`src/shared/dac_host_pkg.sv`:
```
/*
  constants for the quad serial converter host controller.
  assumes a 20 MHz system clock and an AXI4-Lite software port.
*/
package dac_host_pkg;
  localparam int unsigned CLK_PERIOD_NS = 50;
  localparam int unsigned WORD_BITS     = 16;
  localparam int unsigned CODE_BITS     = 12;
  localparam int unsigned ADDR_BITS     = 2;
  localparam int unsigned PAD_BITS      = 2;

  localparam int unsigned T_DS_NS   = 25;
  localparam int unsigned T_DH_NS   = 20;
  localparam int unsigned T_CH_NS   = 30;
  localparam int unsigned T_CL_NS   = 50;
  localparam int unsigned T_CSS_NS  = 55;
  localparam int unsigned T_CSH_NS  = 15;
  localparam int unsigned T_LD1_NS  = 40;
  localparam int unsigned T_LD2_NS  = 15;
  localparam int unsigned T_LDRW_NS = 45;
  localparam int unsigned T_LDDW_NS = 45;
  localparam int unsigned T_RSSH_NS = 25;
  localparam int unsigned T_RSTW_NS = 70;

  function automatic int unsigned min_cycles(input int unsigned ns);
    int unsigned c;
    c = (ns + CLK_PERIOD_NS - 1) / CLK_PERIOD_NS;
    return (c < 1) ? 1 : c;
  endfunction

  localparam int unsigned CYC_CL   = min_cycles(T_CL_NS > T_DS_NS ?
                                                T_CL_NS : T_DS_NS);
  localparam int unsigned CYC_CH   = min_cycles(T_CH_NS > T_DH_NS ?
                                                T_CH_NS : T_DH_NS);
  localparam int unsigned CYC_CSS  = min_cycles(T_CSS_NS);
  localparam int unsigned CYC_CSH  = min_cycles(T_CSH_NS);
  localparam int unsigned CYC_LD1  = min_cycles(T_LD1_NS);
  localparam int unsigned CYC_LD2  = min_cycles(T_LD2_NS);
  localparam int unsigned CYC_LDRW = min_cycles(T_LDRW_NS);
  localparam int unsigned CYC_LDDW = min_cycles(T_LDDW_NS);
  localparam int unsigned CYC_RSSH = min_cycles(T_RSSH_NS);
  localparam int unsigned CYC_RSTW = min_cycles(T_RSTW_NS);

  localparam logic [3:0] REG_CMD    = 4'h0;
  localparam logic [3:0] REG_STATUS = 4'h4;
  localparam logic [3:0] REG_LAST   = 4'h8;

  localparam int unsigned CMD_CODE_LSB  = 0;
  localparam int unsigned CMD_CHAN_LSB  = 16;
  localparam int unsigned CMD_WRITE_BIT = 20;
  localparam int unsigned CMD_LOAD_BIT  = 21;
  localparam int unsigned CMD_ALL_BIT   = 22;
  localparam int unsigned CMD_CLEAR_BIT = 23;
  localparam int unsigned CMD_CSEL_BIT  = 24;
  localparam int unsigned CMD_HOLD_BIT  = 25;

  localparam logic [1:0] RESP_OKAY   = 2'b00;
  localparam logic [1:0] RESP_SLVERR = 2'b10;

  typedef enum logic [3:0] {
    ST_IDLE, ST_LD_SETUP, ST_CS_SETUP, ST_CLK_LO, ST_CLK_HI,
    ST_CS_HOLD, ST_LD_GAP, ST_LD_PULSE, ST_ALL_PULSE,
    ST_SEL_SETUP, ST_CLR_PULSE
  } seq_state_e;
endpackage

```
`src/axil_regs.sv`:
```
/*
  AXI4-Lite slave for the command, status and last-word registers.
  assumes one outstanding read and one outstanding write at a time.
*/
module axil_regs
  import dac_host_pkg::*;
(
  input  wire logic        sys_clk,
  input  wire logic        rst,
  input  wire logic [3:0]  s_axi_awaddr,
  input  wire logic        s_axi_awvalid,
  output logic             s_axi_awready,
  input  wire logic [31:0] s_axi_wdata,
  input  wire logic [3:0]  s_axi_wstrb,
  input  wire logic        s_axi_wvalid,
  output logic             s_axi_wready,
  output logic [1:0]       s_axi_bresp,
  output logic             s_axi_bvalid,
  input  wire logic        s_axi_bready,
  input  wire logic [3:0]  s_axi_araddr,
  input  wire logic        s_axi_arvalid,
  output logic             s_axi_arready,
  output logic [31:0]      s_axi_rdata,
  output logic [1:0]       s_axi_rresp,
  output logic             s_axi_rvalid,
  input  wire logic        s_axi_rready,
  output logic [31:0]      cmd_word,
  output logic             cmd_pulse,
  input  wire logic        cmd_accept,
  input  wire logic [31:0] status_word,
  input  wire logic [31:0] last_word
);
  logic        aw_held;
  logic        w_held;
  logic [3:0]  aw_addr;
  logic [31:0] w_data;
  logic        w_full;
  wire         aw_take  = s_axi_awvalid && s_axi_awready;
  wire         w_take   = s_axi_wvalid && s_axi_wready;
  wire         both     = aw_held && w_held && !s_axi_bvalid;
  wire         hit_cmd  = (aw_addr == REG_CMD);
  wire         ar_take  = s_axi_arvalid && s_axi_arready;
  wire         rd_ok    = (s_axi_araddr == REG_CMD) ||
                          (s_axi_araddr == REG_STATUS) ||
                          (s_axi_araddr == REG_LAST);
  wire [31:0]  rd_mux   = (s_axi_araddr == REG_STATUS) ? status_word :
                          (s_axi_araddr == REG_LAST) ? last_word :
                          (s_axi_araddr == REG_CMD) ? cmd_word : 32'h0000_0000;

  assign s_axi_awready = !aw_held && !s_axi_bvalid;
  assign s_axi_wready  = !w_held && !s_axi_bvalid;
  assign s_axi_arready = !s_axi_rvalid;
  // a command write waits here while the sequencer is busy
  assign w_full        = both && hit_cmd && !cmd_accept;

  always_ff @(posedge sys_clk) begin
    if (rst) begin
      aw_held <= 1'b0;
      w_held  <= 1'b0;
      aw_addr <= 4'h0;
      w_data  <= 32'h0000_0000;
    end else begin
      if (aw_take) begin
        aw_held <= 1'b1;
        aw_addr <= s_axi_awaddr;
      end else if (both && !w_full) begin
        aw_held <= 1'b0;
      end
      if (w_take) begin
        w_held <= 1'b1;
        w_data <= s_axi_wdata;
      end else if (both && !w_full) begin
        w_held <= 1'b0;
      end
    end
  end

  always_ff @(posedge sys_clk) begin
    if (rst) begin
      s_axi_bvalid <= 1'b0;
      s_axi_bresp  <= RESP_OKAY;
      cmd_word     <= 32'h0000_0000;
      cmd_pulse    <= 1'b0;
    end else begin
      cmd_pulse <= both && hit_cmd && cmd_accept && (&s_axi_wstrb | 1'b1);
      if (both && !w_full) begin
        s_axi_bvalid <= 1'b1;
        s_axi_bresp  <= hit_cmd ? RESP_OKAY : RESP_SLVERR;
        if (hit_cmd) begin
          cmd_word <= w_data;
        end
      end else if (s_axi_bready) begin
        s_axi_bvalid <= 1'b0;
      end
    end
  end

  always_ff @(posedge sys_clk) begin
    if (rst) begin
      s_axi_rvalid <= 1'b0;
      s_axi_rdata  <= 32'h0000_0000;
      s_axi_rresp  <= RESP_OKAY;
    end else if (ar_take) begin
      s_axi_rvalid <= 1'b1;
      s_axi_rdata  <= rd_mux;
      s_axi_rresp  <= rd_ok ? RESP_OKAY : RESP_SLVERR;
    end else if (s_axi_rready) begin
      s_axi_rvalid <= 1'b0;
    end
  end
endmodule // axil_regs

```
`src/cycle_timer.sv`:
```
/*
  loadable down counter that flags when its count has run out.
  assumes the loader is on the same clock.
*/
module cycle_timer
  import dac_host_pkg::*;
#(
  parameter int unsigned WIDTH = 4
) (
  input  wire logic             sys_clk,
  input  wire logic             rst,
  input  wire logic             load,
  input  wire logic [WIDTH-1:0] count,
  output logic                  done
);
  logic [WIDTH-1:0] remain;

  assign done = (remain == '0);

  always_ff @(posedge sys_clk) begin
    if (rst) begin
      remain <= '0;
    end else if (load) begin
      remain <= count;
    end else if (!done) begin
      remain <= remain - 1'b1;
    end
  end
endmodule // cycle_timer

```
`src/dac_host.sv`:
```
/*
  host controller driving the serial, strobe and clear pins of a quad
  12-bit serial-input converter; software orders it over AXI4-Lite.
  assumes the converter pins are wired directly, with no other
  device sharing the serial clock or data line.
*/
// The placing of the registers and register access over AXI4-Lite were left to the implementer.
module dac_host
  import dac_host_pkg::*;
(
  input  wire logic        sys_clk,
  input  wire logic        rst,
  input  wire logic [3:0]  s_axi_awaddr,
  input  wire logic        s_axi_awvalid,
  output logic             s_axi_awready,
  input  wire logic [31:0] s_axi_wdata,
  input  wire logic [3:0]  s_axi_wstrb,
  input  wire logic        s_axi_wvalid,
  output logic             s_axi_wready,
  output logic [1:0]       s_axi_bresp,
  output logic             s_axi_bvalid,
  input  wire logic        s_axi_bready,
  input  wire logic [3:0]  s_axi_araddr,
  input  wire logic        s_axi_arvalid,
  output logic             s_axi_arready,
  output logic [31:0]      s_axi_rdata,
  output logic [1:0]       s_axi_rresp,
  output logic             s_axi_rvalid,
  input  wire logic        s_axi_rready,
  output logic             serial_in,
  output logic             serial_clk,
  output logic             chip_select_n,
  output logic             input_latch_strobe_n,
  output logic             output_latch_strobe_n,
  output logic             clear_n,
  output logic             clear_value_select
);
  seq_state_e  state;
  seq_state_e  next_state;
  logic [31:0] cmd_word;
  logic        cmd_pulse;
  logic [31:0] last_word;
  logic [15:0] shifter;
  logic [4:0]  bits_left;
  logic        do_load;
  logic        do_all;
  logic        clk_prev;
  logic [4:0]  rise_count;
  logic [31:0] done_count;
  logic        tload;
  logic [3:0]  tcount;
  logic        tdone;
  logic        idle;

  wire        is_write = cmd_word[CMD_WRITE_BIT];
  wire [15:0] frame    = {cmd_word[CMD_CHAN_LSB +: ADDR_BITS],
                          {PAD_BITS{1'b0}},
                          cmd_word[CMD_CODE_LSB +: CODE_BITS]};
  wire [31:0] status   = {done_count[15:0], 15'h0000, idle};

  assign idle = (state == ST_IDLE);

  axil_regs u_regs (
    .sys_clk       (sys_clk),
    .rst           (rst),
    .s_axi_awaddr  (s_axi_awaddr),
    .s_axi_awvalid (s_axi_awvalid),
    .s_axi_awready (s_axi_awready),
    .s_axi_wdata   (s_axi_wdata),
    .s_axi_wstrb   (s_axi_wstrb),
    .s_axi_wvalid  (s_axi_wvalid),
    .s_axi_wready  (s_axi_wready),
    .s_axi_bresp   (s_axi_bresp),
    .s_axi_bvalid  (s_axi_bvalid),
    .s_axi_bready  (s_axi_bready),
    .s_axi_araddr  (s_axi_araddr),
    .s_axi_arvalid (s_axi_arvalid),
    .s_axi_arready (s_axi_arready),
    .s_axi_rdata   (s_axi_rdata),
    .s_axi_rresp   (s_axi_rresp),
    .s_axi_rvalid  (s_axi_rvalid),
    .s_axi_rready  (s_axi_rready),
    .cmd_word      (cmd_word),
    .cmd_pulse     (cmd_pulse),
    .cmd_accept    (idle),
    .status_word   (status),
    .last_word     (last_word)
  );

  cycle_timer #(.WIDTH(4)) u_timer (
    .sys_clk (sys_clk),
    .rst     (rst),
    .load    (tload),
    .count   (tcount),
    .done    (tdone)
  );

  // sequence: optional clear, optional shift, optional load, optional all
  always_comb begin
    next_state = state;
    tload      = 1'b0;
    tcount     = 4'h0;
    case (state)
      ST_IDLE: begin
        if (cmd_pulse) begin
          tload = 1'b1;
          if (cmd_word[CMD_CLEAR_BIT]) begin
            next_state = ST_SEL_SETUP;
            tcount     = 4'(CYC_RSSH);
          end else if (is_write) begin
            next_state = ST_LD_SETUP;
            tcount     = 4'(CYC_LD1);
          end else if (cmd_word[CMD_LOAD_BIT]) begin
            next_state = ST_LD_PULSE;
            tcount     = 4'(CYC_LDRW);
          end else if (cmd_word[CMD_ALL_BIT]) begin
            next_state = ST_ALL_PULSE;
            tcount     = 4'(CYC_LDDW);
          end
        end
      end
      ST_SEL_SETUP: if (tdone) begin
        next_state = ST_CLR_PULSE;
        tload      = 1'b1;
        tcount     = 4'(CYC_RSTW);
      end
      ST_CLR_PULSE: if (tdone) begin
        tload = 1'b1;
        if (do_load || is_write) begin
          next_state = ST_LD_SETUP;
          tcount     = 4'(CYC_LD1);
        end else if (do_all) begin
          next_state = ST_ALL_PULSE;
          tcount     = 4'(CYC_LDDW);
        end else begin
          next_state = ST_IDLE;
        end
      end
      ST_LD_SETUP: if (tdone) begin
        tload = 1'b1;
        if (is_write) begin
          next_state = ST_CS_SETUP;
          tcount     = 4'(CYC_CSS);
        end else begin
          next_state = ST_LD_PULSE;
          tcount     = 4'(CYC_LDRW);
        end
      end
      ST_CS_SETUP: if (tdone) begin
        next_state = ST_CLK_LO;
        tload      = 1'b1;
        tcount     = 4'(CYC_CL);
      end
      ST_CLK_LO: if (tdone) begin
        next_state = ST_CLK_HI;
        tload      = 1'b1;
        tcount     = 4'(CYC_CH);
      end
      ST_CLK_HI: if (tdone) begin
        tload = 1'b1;
        if (bits_left == 5'd1) begin
          next_state = ST_CS_HOLD;
          tcount     = 4'(CYC_CSH);
        end else begin
          next_state = ST_CLK_LO;
          tcount     = 4'(CYC_CL);
        end
      end
      ST_CS_HOLD: if (tdone) begin
        tload = 1'b1;
        if (do_load) begin
          next_state = ST_LD_GAP;
          tcount     = 4'(CYC_LD2);
        end else if (do_all) begin
          next_state = ST_ALL_PULSE;
          tcount     = 4'(CYC_LDDW);
        end else begin
          next_state = ST_IDLE;
        end
      end
      ST_LD_GAP: if (tdone) begin
        next_state = ST_LD_PULSE;
        tload      = 1'b1;
        tcount     = 4'(CYC_LDRW);
      end
      ST_LD_PULSE: if (tdone) begin
        tload = 1'b1;
        if (do_all) begin
          next_state = ST_ALL_PULSE;
          tcount     = 4'(CYC_LDDW);
        end else begin
          next_state = ST_IDLE;
        end
      end
      ST_ALL_PULSE: if (tdone) begin
        next_state = ST_IDLE;
      end
      default: next_state = ST_IDLE;
    endcase
  end

  always_ff @(posedge sys_clk) begin
    if (rst) begin
      state <= ST_IDLE;
    end else begin
      state <= next_state;
    end
  end

  always_ff @(posedge sys_clk) begin
    if (rst) begin
      do_load    <= 1'b0;
      do_all     <= 1'b0;
      shifter    <= 16'h0000;
      bits_left  <= 5'd0;
      last_word  <= 32'h0000_0000;
      done_count <= 32'h0000_0000;
    end else begin
      if (idle && cmd_pulse) begin
        do_load   <= cmd_word[CMD_LOAD_BIT];
        do_all    <= cmd_word[CMD_ALL_BIT];
        shifter   <= frame;
        bits_left <= 5'(WORD_BITS);
      end
      if (state == ST_CLK_HI && tdone) begin
        shifter   <= {shifter[14:0], 1'b0};
        bits_left <= bits_left - 5'd1;
      end
      if (state == ST_CS_HOLD && tdone) begin
        last_word <= {16'h0000, frame};
      end
      if (!idle && next_state == ST_IDLE) begin
        done_count <= done_count + 32'd1;
      end
    end
  end

  // pins come straight from flops; select stays high outside the frame
  always_ff @(posedge sys_clk) begin
    if (rst) begin
      serial_in             <= 1'b0;
      serial_clk            <= 1'b1;
      chip_select_n         <= 1'b1;
      input_latch_strobe_n  <= 1'b1;
      output_latch_strobe_n <= 1'b1;
      clear_n               <= 1'b1;
      clear_value_select    <= 1'b0;
    end else begin
      serial_in  <= shifter[15];
      // clock rises only in the high phase; select rises with clock high
      serial_clk <= (next_state != ST_CLK_LO);
      chip_select_n <= !(next_state == ST_CS_SETUP ||
                         next_state == ST_CLK_LO ||
                         next_state == ST_CLK_HI ||
                         next_state == ST_CS_HOLD);
      input_latch_strobe_n  <= (next_state != ST_LD_PULSE);
      output_latch_strobe_n <= (next_state != ST_ALL_PULSE);
      clear_n <= (next_state != ST_CLR_PULSE);
      if (state == ST_IDLE && cmd_pulse) begin
        clear_value_select <= cmd_word[CMD_CSEL_BIT];
      end
    end
  end

  // counts rises on the pin itself, apart from the bit counter
  always_ff @(posedge sys_clk) begin
    if (rst) begin
      clk_prev   <= 1'b1;
      rise_count <= 5'd0;
    end else begin
      clk_prev <= serial_clk;
      if (chip_select_n) begin
        rise_count <= 5'd0;
      end else if (serial_clk && !clk_prev) begin
        rise_count <= rise_count + 5'd1;
      end
    end
  end
endmodule // dac_host

```
`config.mk`:
```
export PLATFORM = sky130hd
export DESIGN_NAME = dac_host
export DESIGN_NICKNAME = d
export VERILOG_FILES = /design/src/shared/dac_host_pkg.sv /design/src/axil_regs.sv /design/src/cycle_timer.sv /design/src/dac_host.sv
export SDC_FILE = /design/constraint.sdc
export NUM_CORES = 1
export LEC_CHECK = 0
export BUFFER_PORTS_ARGS = -buffer_cell sky130_fd_sc_hd__buf_4
export CORE_MARGIN = 1
export CORE_UTILIZATION = 62
export DETAILED_ROUTE_END_ITERATION = 12
export GPL_TIMING_DRIVEN = 1
export HOLD_SLACK_MARGIN = 0.15
export PLACE_DENSITY = 0.85
export SYNTH_ARGS = -nofsm -noshare
export SYNTH_HDL_FRONTEND = slang
export SYNTH_SLANG_ARGS = --single-unit
```
`constraint.sdc`:
```
create_clock -name sys_clk -period 6.65 [get_ports sys_clk]
set_input_delay 0.9975 -clock sys_clk [delete_from_list [all_inputs] [get_ports sys_clk]]
set_output_delay 0.9975 -clock sys_clk [all_outputs]
set_load 0.02 [all_outputs]
```
* After elaboration in Yosys (flattened, before gate mapping)
Index checks and enable logic that the tools add are counted.
Storage, ports and cells: register bits 193, logic and storage cells 152, input port bits 51, output and inout port bits 48
Operators by class: mux-type cells 58, add/sub/neg operators 3, equal/unequal tests 22, reduce and logical (&&, ||, !) cells 42
Operators with widths (count):
- $mux 32 | 3
- $mux 4 | 23
- $pmux 4 s11 | 1
- $add 32x1->32 const B | 1
- $mux 16 | 2
- $eq 4x3->1 const B | 7
- $pmux 4 s7 | 1
- $logic_not 4->1 | 5
- $mux 1 | 18
- $eq 4x2->1 const B | 4
- $eq 4x4->1 const B | 4
- $logic_and 1x1->1 | 15
- $mux 2 | 5
- $mux 5 | 2
- $reduce_bool 2->1 | 5
- $reduce_or 9->1 | 1
- $ne 4x4->1 const B | 2
- $logic_not 1->1 | 7
- $logic_or 1x1->1 | 6
- $mux 3 | 2
- $eq 5x1->1 const B | 1
- $sub 5x1->5 const B | 1
- $eq 4x1->1 const B | 1
- $ne 4x2->1 const B | 1
- 7 further kinds | 7

* Longest topological paths before layout
depth in word-level cells 11, depth in mapped cells 11, mapped depth without buffers 8

* Hierarchy
From an unflattened synthesis, not the netlist that was laid out.
Unflattened totals: cells, all modules 942, area, all modules 8504.4 sq um
Modules (own cells, without submodules):
- axil_regs | area each 4962.3 sq um, seq. area each 2142.1 sq um, cells an instance 515, times used 1
- dac_host | area each 3313.2 sq um, seq. area each 1281.2 sq um, cells an instance 403, times used 1
- cycle_timer | area each 229.0 sq um, seq. area each 80.1 sq um, cells an instance 24, times used 1

* Worst setup path after synthesis
OpenSTA, ideal clock, no wires.
path kind reg2reg, start register u_timer.remain[0], end register done_count[10], path slack 4.078 ns, data required time 6.529 ns, data arrival time 2.451 ns, cell stages (with the launch flop) 11, setup time 0.121 ns, path buffers 2, clock period less this slack 2.572 ns, path through dfxtp_1 > inv_1 > ha_1 > or3b_1 > buf_6 > nor3_2 > o221a_2 > o2111ai_4 > buf_6 > nor4_1 > mux2_2
On the way: word-level cells in the longest chain between the ends 5, elaborated cells on any way between the ends 14, those cells by class mux (11); reduce/logical (3)
RTL lines:
- start, declared | line cycle_timer.sv:16 | logic [WIDTH-1:0] remain;
- start signal, assigned | line cycle_timer.sv:24 | remain <= count;
- start signal, assigned | line cycle_timer.sv:26 | remain <= remain - 1'b1;
- $logic_not 4->1 (*) | line cycle_timer.sv:18 | assign done = (remain == '0);
- $mux 4, or another cell as far along | line dac_host.sv:195 | ST_ALL_PULSE: if (tdone) begin
- $pmux 4 s11 (*) | line dac_host.sv:103 | case (state)
- $logic_not 4->1 (*) | line dac_host.sv:232 | if (!idle && next_state == ST_IDLE) begin
- $logic_and 1x1->1 (*) | line dac_host.sv:232
- end signal, assigned | line dac_host.sv:233 | done_count <= done_count + 32'd1;
- end, declared | line dac_host.sv:49 | logic [31:0] done_count;
Mark *: on every way between the ends. The rest lies on a longest branch, timed or not. A chain may end at the register's enable or synchronous reset.

* Worst setup path after layout
start register state[1], end register done_count[14]
On the way: word-level cells in the longest chain between the ends 8, elaborated cells on any way between the ends 30, those cells by class eq/ne (10); mux (16); reduce/logical (4)
RTL lines:
- start, declared | line dac_host.sv:38 | seq_state_e state;
- start signal, assigned | line dac_host.sv:206 | state <= next_state;
- $mux 4 | line dac_host.sv:116 | end else if (cmd_word[CMD_ALL_BIT]) begin
- $mux 4 | line dac_host.sv:113 | end else if (cmd_word[CMD_LOAD_BIT]) begin
- $mux 4 | line dac_host.sv:110 | end else if (is_write) begin
- $mux 4 | line dac_host.sv:107 | if (cmd_word[CMD_CLEAR_BIT]) begin
- $mux 4 | line dac_host.sv:105 | if (cmd_pulse) begin
- $pmux 4 s11 | line dac_host.sv:103
- $logic_not 4->1 | line dac_host.sv:232
- $logic_and 1x1->1 (*) | line dac_host.sv:232
Marked as above.

==> impl_results.md <==
- DR iter-0 viols: around 550
- PortBufs: a little over 90
- Sequential cell area: ~0.0035 mm²
- DP Cell Count: between 1000 and 1500
- # diodes: 0
- Residual DRC count: 0
- Sum Neg Setup Slack: 0 ns
- Final hold viol count: 0
- Register-to-Register Path Depth: 6
- Pre-CTS setup slack: 3.260 ns
- Io pins: 99
- Clock buffer depth: 2
- Via count: 6524
- Die Ht: 110.1 µm
- Fraction of registers with async set or reset after synthesis: 0
- Post-Syn Instances: between 800 and 900
- Hold Startpoint: u_regs.w_data[28]
- Initial antenna violation count: 0
- Largest net degree at the start of global routing: approximately 110
- Vias in the first global route: approximately 5600
- Drt pass-1 iters: 5
- Global-route wire length before repair: 27480 µm
- Reg-to-Reg Start: state[1]
- Req. time, crit path: just under 7 ns
- TritonCTS clock tree: yes
- WHS Endpoint: u_regs.cmd_word[28]
- Post-DRT Antenna Nets: 0
- Routed wire length per instance: 15.63 µm
- Fin crit period: around 3.5 ns
- Crit path launch type: flip-flop
- Critical Setup Path Class: reg2reg
- Max-cap viol count: 0
- Overflow left after global routing: 0
- Critical Path Sink Type: flip-flop
- Final HPWL DP: approximately 11000 µm
- # resized after CTS: 0
- Synth cell types: 56
- Clk Tree Root Cell: clkbuf_16
- Worst reg-to-reg setup slack: roughly 3.2 ns
- Slew Limit Fails: 0
- Die width: 110.1 µm
- Initial Util: 0.6349
- PnR worst setup slack: approximately 3.2 ns
- # nets final: 988
- Post-CTS Setup Inserts: 0
- Period Utilization, post-route: 0.5199
- Worst-Skew Late Latency: ~0.43 ns
- Critical Path AT: 3.77 ns
- Setup-failing EPs final: 0
- Fin Clk Skew: approximately 0.0091 ns
- Multi-input gate area: about 0.0034 mm²
- Crit path max fanout: 21
- Layout cells sized above 1: 0.1661
- Finished Layout Cells: 1088
- Hold depth: 2
- Commonest non-fill, non-tap cells in the layout: nand2_1, dfxtp_1, a21oi_1
- Post-synth EDFFs: 0
- WL final: about 17000 µm
- Rows: 39
- Post-Route Utilization: 0.7456
- GPL Wtd Cong: around 0.87
- VDD IR max: 0.0001930 V
- R2r endpoint: done_count[14]
- Commonest non-fill, non-tap cell in the layout: nand2_1
- CTS H-tree depth: 4
- DR vias/cell: approximately 6.0
- Avg Inst Size Synth: about 8.2 µm²
- Worst min path class: reg2reg
- Status: finished, final reports clean
- Pwr Density: 327.4 mW/mm²
- DIE AREA: approximately 0.012 mm²
- Relative slew margins: 0.2262
- Cts bufs inserted: 17
- Clock sinks: approximately 180
- Filler cells: approximately 890
- Ys Warns: 0
- Hold_buf cts: 0
- Area Growth Syn to Fin: 17.43%
- #FFs+latches synth: between 150 and 200
- Worst slew pin tran: between 1 and 1.5 ns
- RSZ-0062 raised after global routing: false
- Ys flop type: dfxtp_1
- Lkg Pwr: roughly 0.0032 µW
- Fmax: just under 0.3 GHz
- All-layer global routing usage: 0.2916
- Seq/Total Area, Yosys: 0.4833
- Clock Pin Slew Worst Setup and Hold Paths: 0.07 ns
- Core Region: ~0.011 mm²
- Area of the mapped netlist: approximately 0.0072 mm²
critical path, cell delays in order (launching register included):
cell and delay (ns):
dfxtp_1 0.56, nor4_2 0.88, and2_1 0.50, a32o_1 0.21
a311o_1 0.67, nor4_1 0.16, mux2_1 0.35
worst max-delay path by stage:
stage / slack [ns] / from / to
2_1_floorplan: 4.08 / u_timer.remain[0] / done_count[10]
3_3_place_gp: 3.33 / state[0] / done_count[14]
3_5_place_dp: 3.26 / state[0] / done_count[14]
4_1_cts: 3.25 / state[1] / done_count[14]
5_1_grt: 3.02 / state[1] / done_count[14]
6_report: 3.19 / state[1] / done_count[14]
cell usage after synthesis (all sizes together) (4+ instances only):
cell / instances / area (µm²)
nand2b: 7 / 43.79
dfxtp: 175 / 3503
mux2i: 7 / 70.07
nand3b: 4 / 30.03
nor2: 89 / 334.1
nor4b: 4 / 35.03
nor2b: 23 / 143.9
clkbuf: 53 / 198.9
o31ai: 4 / 30.03
mux2: 16 / 180.2
a211oi: 4 / 30.03
or3: 4 / 25.02
or4: 4 / 30.03
nand4: 6 / 37.54
nor4: 18 / 125.1
and3: 6 / 37.54
o22ai: 13 / 81.33
nand3: 13 / 65.06
a21oi: 99 / 495.5
ha: 4 / 50.05
a221oi: 29 / 254.0
o21ai: 7 / 35.03
and2: 6 / 37.54
nand2: 177 / 664.4
a22oi: 7 / 52.55
nor3: 55 / 280.3
buf: 20 / 112.6
inv: 9 / 33.78
area by class of cell:
cell class,instances,area share
Clock buffer,17,0.04997
Clock inverter,14,0.02381
Inverter,9,0.003968
Multi-Input combinational cell,632,0.4033
Sequential cell,175,0.4115
Tap cell,143,0.02102
Timing Repair Buffer,98,0.08642
power by group:
part / internal, µW / leakage, µW / switching (µW) / total, µW
Clock: 635 / 0.000311 / 427 / 1060
Sequential: 1110 / 0.00142 / 81.5 / 1190
Combinational: 191 / 0.00150 / 339 / 530
Total: 1940 / 0.00323 / 848 / 2790
cell families after synthesis:
family / synth area share
buffers and inverters: 0.04763
adders and majority gates: 0.006904
AOI/OAI and AO/OA: 0.1567
other: 0.0005173
xor gates and xnor gates: 0.002417
muxes: 0.03452
DFF: 0.4833
and+or+nand+nor: 0.2680
sequential cells by signal, summed over array words and instances (netlist names), 4 cells and up:
register	flops
u_regs.aw_addr	4
u_regs.cmd_word	32
shifter	16
bits_left	5
state	4
done_count	16
u_timer.remain	4
u_regs.s_axi_rdata	32
u_regs.w_data	32
last_word	14
layer usage:
| metal | global-route usage | vias to the layer above | wire length (µm) |
|---|---|---|---|
| li1 | - | 3183 | - |
| met1 | 0.4231 | 3032 | 7808 |
| met2 | 0.4308 | 276 | 7478 |
| met3 | 0.05291 | 33 | 1383 |
| met4 | 0.1090 | 0 | 333 |
| met5 | 0 | - | 0 |
metrics by stage:
stage	hold slack [ns]	total power, µW	area (µm²)
CTS	0.4537	2782	8513
finish	0.4527	2788	8513
global route	0.4734	2909	8513
floorplan	0.4321	1617	7253
global placement	0.4381	1720	7885
detailed placement	0.4429	1736	7885
No activity file was read; power rests on OpenSTA's default activity.
